==> src/pkg/sink_timing_pkg.sv <==
// shared constants for the sink blink and fade timing block
// assumes a 125 MHz core clock and one-millisecond timebase ticks
package sink_timing_pkg;

  // ----------------------------------------------------------------
  // register map
  // ----------------------------------------------------------------
  localparam logic [7:0] SINK_ENABLE_OFS         = 8'h10;
  localparam logic [7:0] SINK_ON_TIME_OFS        = 8'h11;
  localparam logic [7:0] SINK_OFF_TIME_GROUP_OFS = 8'h12;
  localparam logic [7:0] SINK_FADE_RATES_OFS     = 8'h13;

  localparam int SINKS          = 4;
  localparam int ON_TIME_LSB    = 6;
  localparam int OFF_FIELD_BITS = 2;
  localparam int FADE_OUT_LSB   = 4;
  localparam int FADE_IN_LSB    = 0;

  localparam logic [3:0] ENABLE_RESET   = 4'h0;
  localparam logic [1:0] ON_TIME_RESET  = 2'h0;
  localparam logic [7:0] OFF_TIME_RESET = 8'h00;
  localparam logic [7:0] FADE_RESET     = 8'h00;

  // ----------------------------------------------------------------
  // timing
  // ----------------------------------------------------------------
  localparam int CLK_PERIOD_NS   = 8;
  localparam int TICK_PERIOD_NS  = 1_000_000;
  localparam int TICK_CYCLES_DEF = TICK_PERIOD_NS / CLK_PERIOD_NS;
  localparam int PHASE_W         = 11;
  localparam int LEVEL_W         = 5;
  localparam logic [4:0] LEVEL_FULL = 5'h1E;   // one step per mA of full scale
  localparam int FADE_STEP_W     = 8;

  typedef enum logic [1:0] {PH_IDLE, PH_ON, PH_OFF} phase_t;

  // on time in ms
  function automatic logic [10:0] on_time_ms(input logic [1:0] code);
    case (code)
      2'h0:    on_time_ms = 11'd200;
      2'h1:    on_time_ms = 11'd600;
      2'h2:    on_time_ms = 11'd800;
      default: on_time_ms = 11'd1200;
    endcase
  endfunction

  // off time in ms, zero means no off phase
  function automatic logic [10:0] off_time_ms(input logic [1:0] code);
    case (code)
      2'h1:    off_time_ms = 11'd600;
      2'h2:    off_time_ms = 11'd1200;
      2'h3:    off_time_ms = 11'd1800;
      default: off_time_ms = 11'd0;
    endcase
  endfunction

  // full-scale fade duration in ms, zero means fading disabled
  function automatic logic [12:0] fade_ms(input logic [3:0] code);
    case (code)
      4'hB:    fade_ms = 13'd3500;
      4'hC:    fade_ms = 13'd4000;
      4'hD:    fade_ms = 13'd4500;
      4'hE:    fade_ms = 13'd5000;
      4'hF:    fade_ms = 13'd5500;
      default: fade_ms = 13'(code * 13'd300);
    endcase
  endfunction

endpackage

==> src/logic/sink_blink_timing.sv <==
// blink and fade timing for sinks one to four with their timing registers
// assumes the serial register front end gives one-cycle read and write strobes
// on clk_i, with address and data valid during the strobe
// the enable and on-time registers live here too, holding only the bits used
//
// Behaviour
// off-time register at 0x12, two bits per sink, sink 4 at the top
// off code 00 none, 01 0.6 s, 10 1.2 s, 11 1.8 s
// enabled sink with off code 00 stays on without blinking
// nonzero off code: off for off time, on for on time, repeating
// enables set in one write start their sequences in the same cycle
// fade register at 0x13, fade-out in upper nibble, fade-in lower
// shared on time in bits 7:6 of 0x11: 0.2, 0.6, 0.8, 1.2 s
// per-sink enable bit, one turns sink on; blinking only while set
// fade-out code 0000 disables fade, others 0.30 to 5.5 s full scale
// fade-in uses same table; shorter spans fade proportionally sooner
// one shared timebase, own counter per sink reloading on phase change
`timescale 1ns/1ns
module sink_blink_timing
  import sink_timing_pkg::*;
#(
  parameter int TICK_CYCLES = sink_timing_pkg::TICK_CYCLES_DEF
)
(
  input  wire logic                                        clk_i,
  input  wire logic                                        rst_b_i,
  input  wire logic [7:0]                                  reg_addr_i,
  input  wire logic [7:0]                                  reg_wdata_i,
  input  wire logic                                        reg_wr_i,
  input  wire logic                                        reg_rd_i,
  output logic      [7:0]                                  reg_rdata_o,
  output logic      [sink_timing_pkg::SINKS-1:0]           sink_on_o,
  output logic      [sink_timing_pkg::SINKS*sink_timing_pkg::LEVEL_W-1:0] sink_level_o
);
  import sink_timing_pkg::*;

  logic [SINKS-1:0]   per_sink_enable;
  logic [1:0]         shared_on_time;
  logic [7:0]         sink_off_time_group_b;
  logic [7:0]         sink_fade_rates;
  logic [31:0]        div_cnt;
  logic               tick;
  // per-sink phase and down counter, reloaded at every entry to the on or off phase
  phase_t             phase     [SINKS];
  logic [PHASE_W-1:0] phase_cnt [SINKS];

  // ----------------------------------------------------------------
  // decode helpers
  // ----------------------------------------------------------------
  // off code of one sink, picked out of the packed off-time register
  function automatic logic [1:0] off_code(input logic [7:0] packed_codes, input int idx);
    off_code = packed_codes[idx*OFF_FIELD_BITS +: OFF_FIELD_BITS];
  endfunction

  // counter load for a phase of the given length; a zero length never
  // reaches here, the disabled off code is routed away by the callers
  function automatic logic [PHASE_W-1:0] reload(input logic [10:0] length_ms);
    reload = length_ms - 11'd1;
  endfunction

  // ----------------------------------------------------------------
  // register file
  // ----------------------------------------------------------------
  // enable bits; one write sets a whole group, so its sequences start together
  always_ff @(posedge clk_i) begin
    if (!rst_b_i) begin
      per_sink_enable <= ENABLE_RESET;
    end else if (reg_wr_i && reg_addr_i == SINK_ENABLE_OFS) begin
      per_sink_enable <= reg_wdata_i[SINKS-1:0];
    end
  end

  // shared on time, only its two field bits are held
  always_ff @(posedge clk_i) begin
    if (!rst_b_i) begin
      shared_on_time <= ON_TIME_RESET;
    end else if (reg_wr_i && reg_addr_i == SINK_ON_TIME_OFS) begin
      shared_on_time <= reg_wdata_i[ON_TIME_LSB +: 2];
    end
  end

  // off codes of sinks one to four, kept packed as written
  always_ff @(posedge clk_i) begin
    if (!rst_b_i) begin
      sink_off_time_group_b <= OFF_TIME_RESET;
    end else if (reg_wr_i && reg_addr_i == SINK_OFF_TIME_GROUP_OFS) begin
      sink_off_time_group_b <= reg_wdata_i;
    end
  end

  // fade rates taken whole; the ramps split the two nibbles
  always_ff @(posedge clk_i) begin
    if (!rst_b_i) begin
      sink_fade_rates <= FADE_RESET;
    end else if (reg_wr_i && reg_addr_i == SINK_FADE_RATES_OFS) begin
      sink_fade_rates <= reg_wdata_i;
    end
  end

  // read data is registered; bits this block does not hold read as zero
  // a read and a write on one edge return the value before the write
  always_ff @(posedge clk_i) begin
    if (!rst_b_i) begin
      reg_rdata_o <= 8'h00;
    end else if (reg_rd_i) begin
      case (reg_addr_i)
        SINK_ENABLE_OFS:         reg_rdata_o <= {4'h0, per_sink_enable};
        SINK_ON_TIME_OFS:        reg_rdata_o <= {shared_on_time, 6'h00};
        SINK_OFF_TIME_GROUP_OFS: reg_rdata_o <= sink_off_time_group_b;
        SINK_FADE_RATES_OFS:     reg_rdata_o <= sink_fade_rates;
        default:                 reg_rdata_o <= 8'h00;
      endcase
    end
  end

  // ----------------------------------------------------------------
  // timebase
  // ----------------------------------------------------------------
  // divider runs free, so every sink sees the same tick grid
  always_ff @(posedge clk_i) begin
    if (!rst_b_i || div_cnt == 32'(TICK_CYCLES - 1)) begin
      div_cnt <= '0;
    end else begin
      div_cnt <= div_cnt + 32'h1;
    end
  end

  // one ms enable pulse shared by every sink so that all stay in step
  always_ff @(posedge clk_i) begin
    if (!rst_b_i) begin
      tick <= 1'b0;
    end else begin
      tick <= (div_cnt == 32'(TICK_CYCLES - 1));
    end
  end

  // ----------------------------------------------------------------
  // blink phase per sink
  // ----------------------------------------------------------------
  // enables written together leave idle on the same edge, and the shared
  // tick keeps their counters aligned from then on; a new on or off code
  // takes effect at the next phase change, except an off code cleared to 00, which ends an off phase at once
  // limitation: the first on phase after enable may end up to one tick
  // early, since the tick grid runs free and the enable does not restart it
  always_ff @(posedge clk_i) begin
    if (!rst_b_i) begin
      for (int i = 0; i < SINKS; i++) begin
        phase[i]     <= PH_IDLE;
        phase_cnt[i] <= '0;
        sink_on_o[i] <= 1'b0;
      end
    end else begin
      for (int i = 0; i < SINKS; i++) begin
        case (phase[i])
          PH_IDLE: begin
            if (per_sink_enable[i]) begin
              phase[i]     <= PH_ON;
              phase_cnt[i] <= reload(on_time_ms(shared_on_time));
              sink_on_o[i] <= 1'b1;
            end
          end
          PH_ON: begin
            if (!per_sink_enable[i]) begin
              phase[i]     <= PH_IDLE;
              sink_on_o[i] <= 1'b0;
            end else if (off_code(sink_off_time_group_b, i) == 2'h0) begin
              phase_cnt[i] <= reload(on_time_ms(shared_on_time));
            end else if (tick) begin
              if (phase_cnt[i] == '0) begin
                phase[i]     <= PH_OFF;
                phase_cnt[i] <= reload(off_time_ms(off_code(sink_off_time_group_b, i)));
                sink_on_o[i] <= 1'b0;
              end else begin
                phase_cnt[i] <= phase_cnt[i] - 11'd1;
              end
            end
          end
          PH_OFF: begin
            if (!per_sink_enable[i]) begin
              phase[i]     <= PH_IDLE;
              sink_on_o[i] <= 1'b0;
            end else if (off_code(sink_off_time_group_b, i) == 2'h0) begin
              phase[i]     <= PH_ON;
              phase_cnt[i] <= reload(on_time_ms(shared_on_time));   // code cleared mid-off: back on at once
              sink_on_o[i] <= 1'b1;
            end else if (tick) begin
              if (phase_cnt[i] == '0) begin
                phase[i]     <= PH_ON;
                phase_cnt[i] <= reload(on_time_ms(shared_on_time));
                sink_on_o[i] <= 1'b1;
              end else begin
                phase_cnt[i] <= phase_cnt[i] - 11'd1;
              end
            end
          end
          default: begin
            phase[i]     <= PH_IDLE;
            sink_on_o[i] <= 1'b0;
          end
        endcase
      end
    end
  end

  // ----------------------------------------------------------------
  // fade ramps
  // ----------------------------------------------------------------
  // all sinks share one fade register, so identical sequences match
  // each ramp keeps its own step counter; the timebase and fade codes are shared
  for (genvar g = 0; g < SINKS; g++) begin : g_ramp
    sink_fade_ramp u_ramp (
      .clk_i      (clk_i),
      .rst_b_i    (rst_b_i),
      .tick_i     (tick),
      .lit_i      (sink_on_o[g]),
      .fade_in_i  (sink_fade_rates[FADE_IN_LSB +: 4]),
      .fade_out_i (sink_fade_rates[FADE_OUT_LSB +: 4]),
      .level_o    (sink_level_o[g*LEVEL_W +: LEVEL_W])
    );
  end

endmodule

==> src/logic/sink_fade_ramp.sv <==
// one sink's current ramp: walks the level toward its target in steps
// assumes a one-cycle ms tick and fade codes held stable by the register file
`timescale 1ns/1ns
module sink_fade_ramp
  import sink_timing_pkg::*;
(
  input  wire logic                               clk_i,
  input  wire logic                               rst_b_i,
  input  wire logic                               tick_i,
  input  wire logic                               lit_i,
  input  wire logic [3:0]                         fade_in_i,
  input  wire logic [3:0]                         fade_out_i,
  output logic      [sink_timing_pkg::LEVEL_W-1:0] level_o
);
  import sink_timing_pkg::*;

  logic [LEVEL_W-1:0]     target;
  logic [3:0]             code;
  logic [FADE_STEP_W-1:0] step_ticks;
  logic [FADE_STEP_W-1:0] step_cnt;

  // ----------------------------------------------------------------
  // step length
  // ----------------------------------------------------------------
  // fixed time per level, so a shorter span finishes proportionally sooner
  always_comb begin
    target     = lit_i ? LEVEL_FULL : '0;
    code       = lit_i ? fade_in_i : fade_out_i;
    step_ticks = FADE_STEP_W'(fade_ms(code) / 13'(LEVEL_FULL));
  end

  // ----------------------------------------------------------------
  // ramp
  // ----------------------------------------------------------------
  always_ff @(posedge clk_i) begin
    if (!rst_b_i) begin
      level_o  <= '0;
      step_cnt <= '0;
    end else if (level_o == target) begin
      step_cnt <= '0;
    end else if (code == 4'h0) begin
      level_o  <= target;
      step_cnt <= '0;
    end else if (tick_i) begin
      if (step_cnt >= step_ticks - 8'h01) begin
        level_o  <= (level_o < target) ? level_o + 5'h01 : level_o - 5'h01;
        step_cnt <= '0;
      end else begin
        step_cnt <= step_cnt + 8'h01;
      end
    end
  end

endmodule

==> config.mk <==
export PLATFORM = sky130hd
export DESIGN_NAME = sink_blink_timing
export DESIGN_NICKNAME = d
export VERILOG_FILES = /design/src/pkg/sink_timing_pkg.sv /design/src/logic/sink_blink_timing.sv /design/src/logic/sink_fade_ramp.sv
export SDC_FILE = /design/constraint.sdc
export NUM_CORES = 1
export LEC_CHECK = 0
export ABC_AREA = 1
export BUFFER_PORTS_ARGS = -buffer_cell sky130_fd_sc_hd__buf_2
export CAP_MARGIN = 10
export CORE_ASPECT_RATIO = 0.75
export CORE_MARGIN = 2
export CORE_UTILIZATION = 32
export DETAILED_ROUTE_END_ITERATION = 12
export GPL_TIMING_DRIVEN = 0
export PLACE_DENSITY = 0.47
export SLEW_MARGIN = 10
export SYNTH_ARGS = -nofsm -noshare
export SYNTH_HDL_FRONTEND = slang
export SYNTH_HIERARCHICAL = 1
export SYNTH_SLANG_ARGS = --single-unit
==> constraint.sdc <==
create_clock -name clk_i -period 16.2 [get_ports clk_i]
set_clock_uncertainty 0.15 [all_clocks]
set_input_delay 1.62 -clock clk_i [delete_from_list [all_inputs] [get_ports clk_i]]
set_output_delay 1.62 -clock clk_i [all_outputs]
set_load 0.01 [all_outputs]
==> results of run 1 <==
[flip-flops by register name, indices dropped and copies added (netlist names)]
| signal | cells |
|---|---|
| g_ramp.u_ramp/level_o | 20 |
| reg_rdata_o | 8 |
| g_ramp.u_ramp/step_cnt | 32 |
| shared_on_time | 2 |
| div_cnt | 32 |
| tick | 1 |
| sink_fade_rates | 8 |
| sink_off_time_group_b | 8 |
| per_sink_enable | 4 |
| sink_on_o | 4 |
| phase_cnt | 44 |
| phase | 8 |
[power by group]
part	internal [mW]	switching, mW	total, mW
clock	0.217	0.222	0.439
combinational	0.198	0.303	0.500
sequential	0.468	0.0358	0.503
[layout make-up]
cell class	count	area, um2	share of cell area
clock inverters	14	172.7	0.007468
repair buffers	50	250.2	0.01082
flip-flops and latches	171	3945	0.1706
inverters	475	1788	0.07733
clock buffers	18	450.4	0.01948
plain buffers	23	116.4	0.005033
multi-input cells	2620	15310	0.6621
well taps	871	1090	0.04714
[path summary, 6_finish.rpt]
kind / from / to / slack (ns) / depth (start not counted)
min reg2reg: reg_rdata_o[5] / reg_rdata_o[5] / 0.32 / 2
max reg2reg: sink_on_o[0] / g_ramp[0].u_ramp/level_o[3] / 5.30 / 63
min: reg_rdata_o[5] / reg_rdata_o[5] / 0.32 / 2
max: sink_on_o[0] / g_ramp[0].u_ramp/level_o[3] / 5.30 / 63
[critical path, delay by kind of cell, from the launching register on]
| family | cells | cell delay [ns] |
|---|---|---|
| buffers and inverters | 9 | 1.17 |
| DFF | 1 | 0.64 |
| adders and majority gates | 6 | 1.60 |
| and+or+nand+nor | 36 | 4.98 |
| AOI/OAI and AO/OA | 11 | 2.01 |
| xor gates and xnor gates | 1 | 0.15 |
[cells in the final DEF (no fill, tap or decap), types with 77 or more instances in the layout]
cell,count
a21oi_1,146
dfxtp_1,118
ha_1,185
inv_1,393
inv_2,79
nand2_1,909
nand3_1,288
nand4_1,96
nor2_1,258
o21ai_0,94
xor2_1,77
[logic make-up (layout without fill, tap and decap cells)]
logic type / after synthesis / count (layout) / share of synthesized area
simple gates: 1912 / 1912 / 0.4480
buf+inv: 498 / 580 / 0.09002
flops: 171 / 171 / 0.1864
fa+ha+maj: 193 / 193 / 0.1170
xor+xnor: 109 / 109 / 0.04513
compound gates: 406 / 406 / 0.1134
[per-layer routing]
layer / vias up / GRT usage / share of wire
li1: 10990 / - / -
met1: 9119 / 0.2830 / 0.57
met2: 298 / 0.2401 / 0.38
met3: 26 / 0.02951 / 0.040
met4: 0 / 0.03017 / 0.0088
met5: - / 0 / 0
[per-stage QoR]
step / utilization / instance area, um2 / setup slack [ns] / power (mW)
6_report: 0.3542 / 23120 / 5.303 / 1.443
5_1_grt: 0.3542 / 23120 / 3.964 / 1.561
4_1_cts: 0.3542 / 23120 / 5.165 / 1.463
3_5_place_dp: 0.3447 / 22500 / 5.231 / 1.014
3_3_place_gp: 0.3446 / 22490 / 4.967 / 1.018
2_1_floorplan: - / 21150 / 7.334 / 0.8904
==> results.yml, run 1 <==
outcome:
  status: "completed"
cells_and_area:
  antenna_cells: 0
  final_nets: 3571
  fillers: 7150
  drive_above_1_share: 0.1338
  fin_cells: 4242
  area_growth_pct: 9.292
critical_path:
  max_stage_delay_ns: 0.64
  crit_type: "flop to flop"
  crit_slowest_cell: "dfxtp_1"
  crit_path_frequent_cell: "nand2_1"
  cp_data_arrival_time_ns: 11.13
  required_ns: 16.43
  startpoint_type: "flop"
  path_max_fanout: 10
  endpoint_kind: "flop"
route:
  wl_per_cell_um: 13.99
  ant_nets: 0
  vias: 20440
  routed_via_density: 4.818
  dr.first_iter.drc_count: 1407
  route.detailed.drc: 0
  detail_route.wirelength_um: 59330
  drtPass1Iterations: 5
clocking:
  cts.htree.levels: 4
  numClockSinks: 171
  root_buffer: "clkbuf_16"
  cts-buffers-inserted: 17
  path_clk_slew_ns: 0.09
  cts_resized: 0
  cts_setup_buffers: 0
  cts_buffer_depth: 2
  hold_buffers: 0
  cts_tree: "yes"
  worstSkewPairLatency_ns: 0.50
run:
  drv_cap: 0
power_and_ir_drop:
  powerDensity_nw_per_um2: 62.42
  ir_worst_vdd_v: 0.00007609
  cellLeakagePower_nw: 11.30
placed_design:
  io_buffer_count: 49
  dp.cells: 4210
  place.gp.congestion: 0.8467
  hpwl_um: 48100
synthesis:
  synth_top_area_frac: 0.1613
  seq_area_frac_synth: 0.1864
  ys_seq_elements: 171
  synth.most_common_cell: "nand2_1"
  synth_area_leaders: "nand2_1, dfxtp_1, ha_1"
  syn_avg_cell_area_um2: 6.432
  synth-edff-count: 52
  synth_fp_nets: 3502
  synth_ff_type: "dfxtp_1"
  synth_area_um2: 21150
  syn-instance-count: 3289
  ys_types: 60
  synth_common_cells: "nand2_1, inv_1, nand3_1"
  yosysWarnings: 6
  synth_top_area_cell: "nand2_1"
  synth-async-reset-ratio: 0
timing:
  tightest_slew_ns: 1.170
  fin_crit_sh: 0.6726
  fin_tns_setup_ns: 0
  slew_violations: 0
  fin_crit_ns: 10.90
  hold_ws_ns: 0.3240
  finalHoldViolCount: 0
  rsz0062_at_grt: "no"
  max_freq_mhz: 91.77
  setup_viol: 0
  slew_headroom: 0.2117
global_route:
  grt_start_max_net_pins: 35
  grt_pass1_wl_um: 97780
  grtUsageTotal: 0.1761
  antenna_found_initial: 0
  grt.overflow.total: 0
  grt_pass1_vias: 18280
floorplan:
  chipHeight_um: 226.7
  core_area_um2: 65270
  dieArea_um2: 68200
  initial_core_util: 0.3241
  io-pin-count: 52
  rows: 81
  die-width_um: 300.9
min_path:
  holdCritPathClass: "flop to flop"
Note: power is estimated with default switching activity, not from simulation.
==> run 2: changes to the inputs <==
Clock period 16.2 ns to 11.25 ns, I/O delays scaled along.
==> run 2 against run 1 <==
First-iteration DRC count fell by 0.64%. Die area stayed put. Combinational power grew 46%. Wire length up 0.21%. Maximum frequency grew 5.9%. Non-clock buffer count unchanged.
==> results.yml, run 2 (synthesized netlist as in run 1, its figures left out) <==
power_and_ir_drop:
  power.internal_mw: 1.275
  power_frac_comb: 0.350
  powerDensity_nw_per_um2: 89.94
  cellLeakagePower_nw: 11.31
  switching_share: 0.3895
  power_frac_seq: 0.347
  ir_worst_vdd_v: 0.0001096
  clockPowerShare: 0.303
  p_sw_uw: 813.1
route:
  wl_per_cell_um: 14.02
  vias: 20540
  routed_via_density: 4.843
  detail_route.wirelength_um: 59450
  dr.first_iter.drc_count: 1398
  drtPass1Iterations: 5
  ant_nets: 0
  route.detailed.drc: 0
timing:
  slew_headroom: 0.3179
  worst_slack_ns: 0.9582
  hold_ws_ns: 0.3260
  max_freq_mhz: 97.16
  setup_viol: 0
  fin_crit_ns: 10.29
  slew_violations: 0
  tightest_slew_ns: 0.9974
  finalHoldViolCount: 0
  fin_crit_sh: 0.9148
cells_and_area:
  largest_reg_flops: 44
  design_area_um2: 23210
  fillers: 7151
  largestRegisters: "phase_cnt x44, div_cnt x32, g_ramp.u_ramp/step_cnt x32"
  area_growth_pct: 9.742
  fin_cells: 4242
  final_common_cell: "nand2_1"
  drive_above_1_share: 0.1412
  final_nets: 3571
  antenna_cells: 0
  layout_common_cells: "nand2_1, inv_1, nand3_1"
  regMostFlops: "phase_cnt"
global_route:
  grt.overflow.total: 0
  grt_start_max_net_pins: 35
  grt_pass1_wl_um: 97780
  grt.met1_usage: 0.2830
  grt_pass1_vias: 18280
  grtUsageTotal: 0.1761
  use_met2: 0.2401
  use_met3: 0.02951
  busiest_layer: "met1"
  antenna_found_initial: 0
min_path:
  holdCritPathClass: "flop to flop"
clocking:
  cts_tree: "yes"
  cts_setup_buffers: 0
  numClockSinks: 171
  cts-buffers-inserted: 17
  cts_buffer_depth: 2
  worstSkewPairLatency_ns: 0.49
  path_clk_slew_ns: 0.09
  cts.htree.levels: 4
  hold_buffers: 0
  root_buffer: "clkbuf_16"
critical_path:
  crit_slowest_cell: "dfxtp_4"
  crit_type: "flop to flop"
  endpoint_kind: "flop"
  crit_path_frequent_cell: "nand2_1"
  required_ns: 11.50
  path_max_fanout: 10
  max_stage_delay_ns: 0.45
  cp_data_arrival_time_ns: 10.54
  startpoint_type: "flop"
floorplan:
  rows: 81
  die-width_um: 300.9
  dieArea_um2: 68200
  chipHeight_um: 226.7
  initial_core_util: 0.3241
  core_area_um2: 65270
  io-pin-count: 52
placed_design:
  hpwl_um: 48100
  dp.cells: 4210
  place.gp.congestion: 0.8467
  place_worst_setup_slack_ns: 0.2813
  postPlaceCellArea_um2: 22500
  io_buffer_count: 49
run:
  drv_cap: 0
outcome:
  status: "completed"
[run 2: changes by cell type in the layout (fill, tap and decap cells not counted), moves of 3 or more]
cell     before  now
a21oi_1     146  142
inv_2        79   83
nor3_1       47   43
a21oi_2      14   17
o21ai_0      94   85
nor3_2        1    5
dfxtp_1     118  114
o21ai_1      44   47
inv_1       393  389
o21ai_2       4   10
dfxtp_4       0    4
[run 2: worst max-delay path: cells and delay by family (launching register included)]
kind / cells / cell delay, ns
DFF: 1 / 0.45
AOI/OAI and AO/OA: 12 / 1.79
adders and majority gates: 6 / 1.76
and+or+nand+nor: 43 / 5.31
buffers and inverters: 6 / 0.67
[run 2: area by class of cell]
type / instances / area [um2] / area share
Tap cell: 871 / 1090 / 0.04694
Buffer: 23 / 116.4 / 0.005012
Inverter: 475 / 1788 / 0.07702
Timing Repair Buffer: 50 / 252.7 / 0.01089
Clock inverter: 14 / 172.7 / 0.007438
Sequential cell: 171 / 3960 / 0.1706
Clock buffer: 18 / 450.4 / 0.01940
Multi-Input combinational cell: 2620 / 15380 / 0.6627
[run 2: per-layer routing]
metal,share of wire,vias to the layer above
li1,-,11010
met1,0.57,9187
met2,0.38,323
met3,0.041,27
met4,0.0086,0
met5,0,-
[run 2: worst paths after layout]
path	startpoint	endpoint	slack, ns	cells after the start
worst max-delay path	sink_on_o[0]	g_ramp[0].u_ramp/level_o[0]	0.96	67
worst min-delay path	reg_rdata_o[5]	reg_rdata_o[5]	0.33	2
worst max register to register	sink_on_o[0]	g_ramp[0].u_ramp/level_o[0]	0.96	67
worst min register to register	reg_rdata_o[5]	reg_rdata_o[5]	0.33	2
[run 2: through the flow]
stage	setup TNS [ns]	util	total power [mW]
floorplan	0	-	1.282
global placement	0	0.3446	1.466
detailed placement	0	0.3447	1.460
CTS	0	0.3542	2.107
global route	-0.001080	0.3557	2.256
finish	0	0.3557	2.088
[run 2: power by group through the flow]
stage                     clock network (mW)  registers, mW  logic (mW)
final                                  0.633          0.724       0.730
after global routing                   0.676          0.732       0.847
after CTS                              0.656          0.727       0.724
after detailed placement                   0          0.741       0.718
after global placement                     0          0.742       0.723
after floorplan                            0          0.735       0.547
[run 2: timing repair]
action | CTS | global route
endpoints found under the hold margin | 0 | 0
endpoints found under the setup margin | 0 | 52
resized for setup | 0 | 41
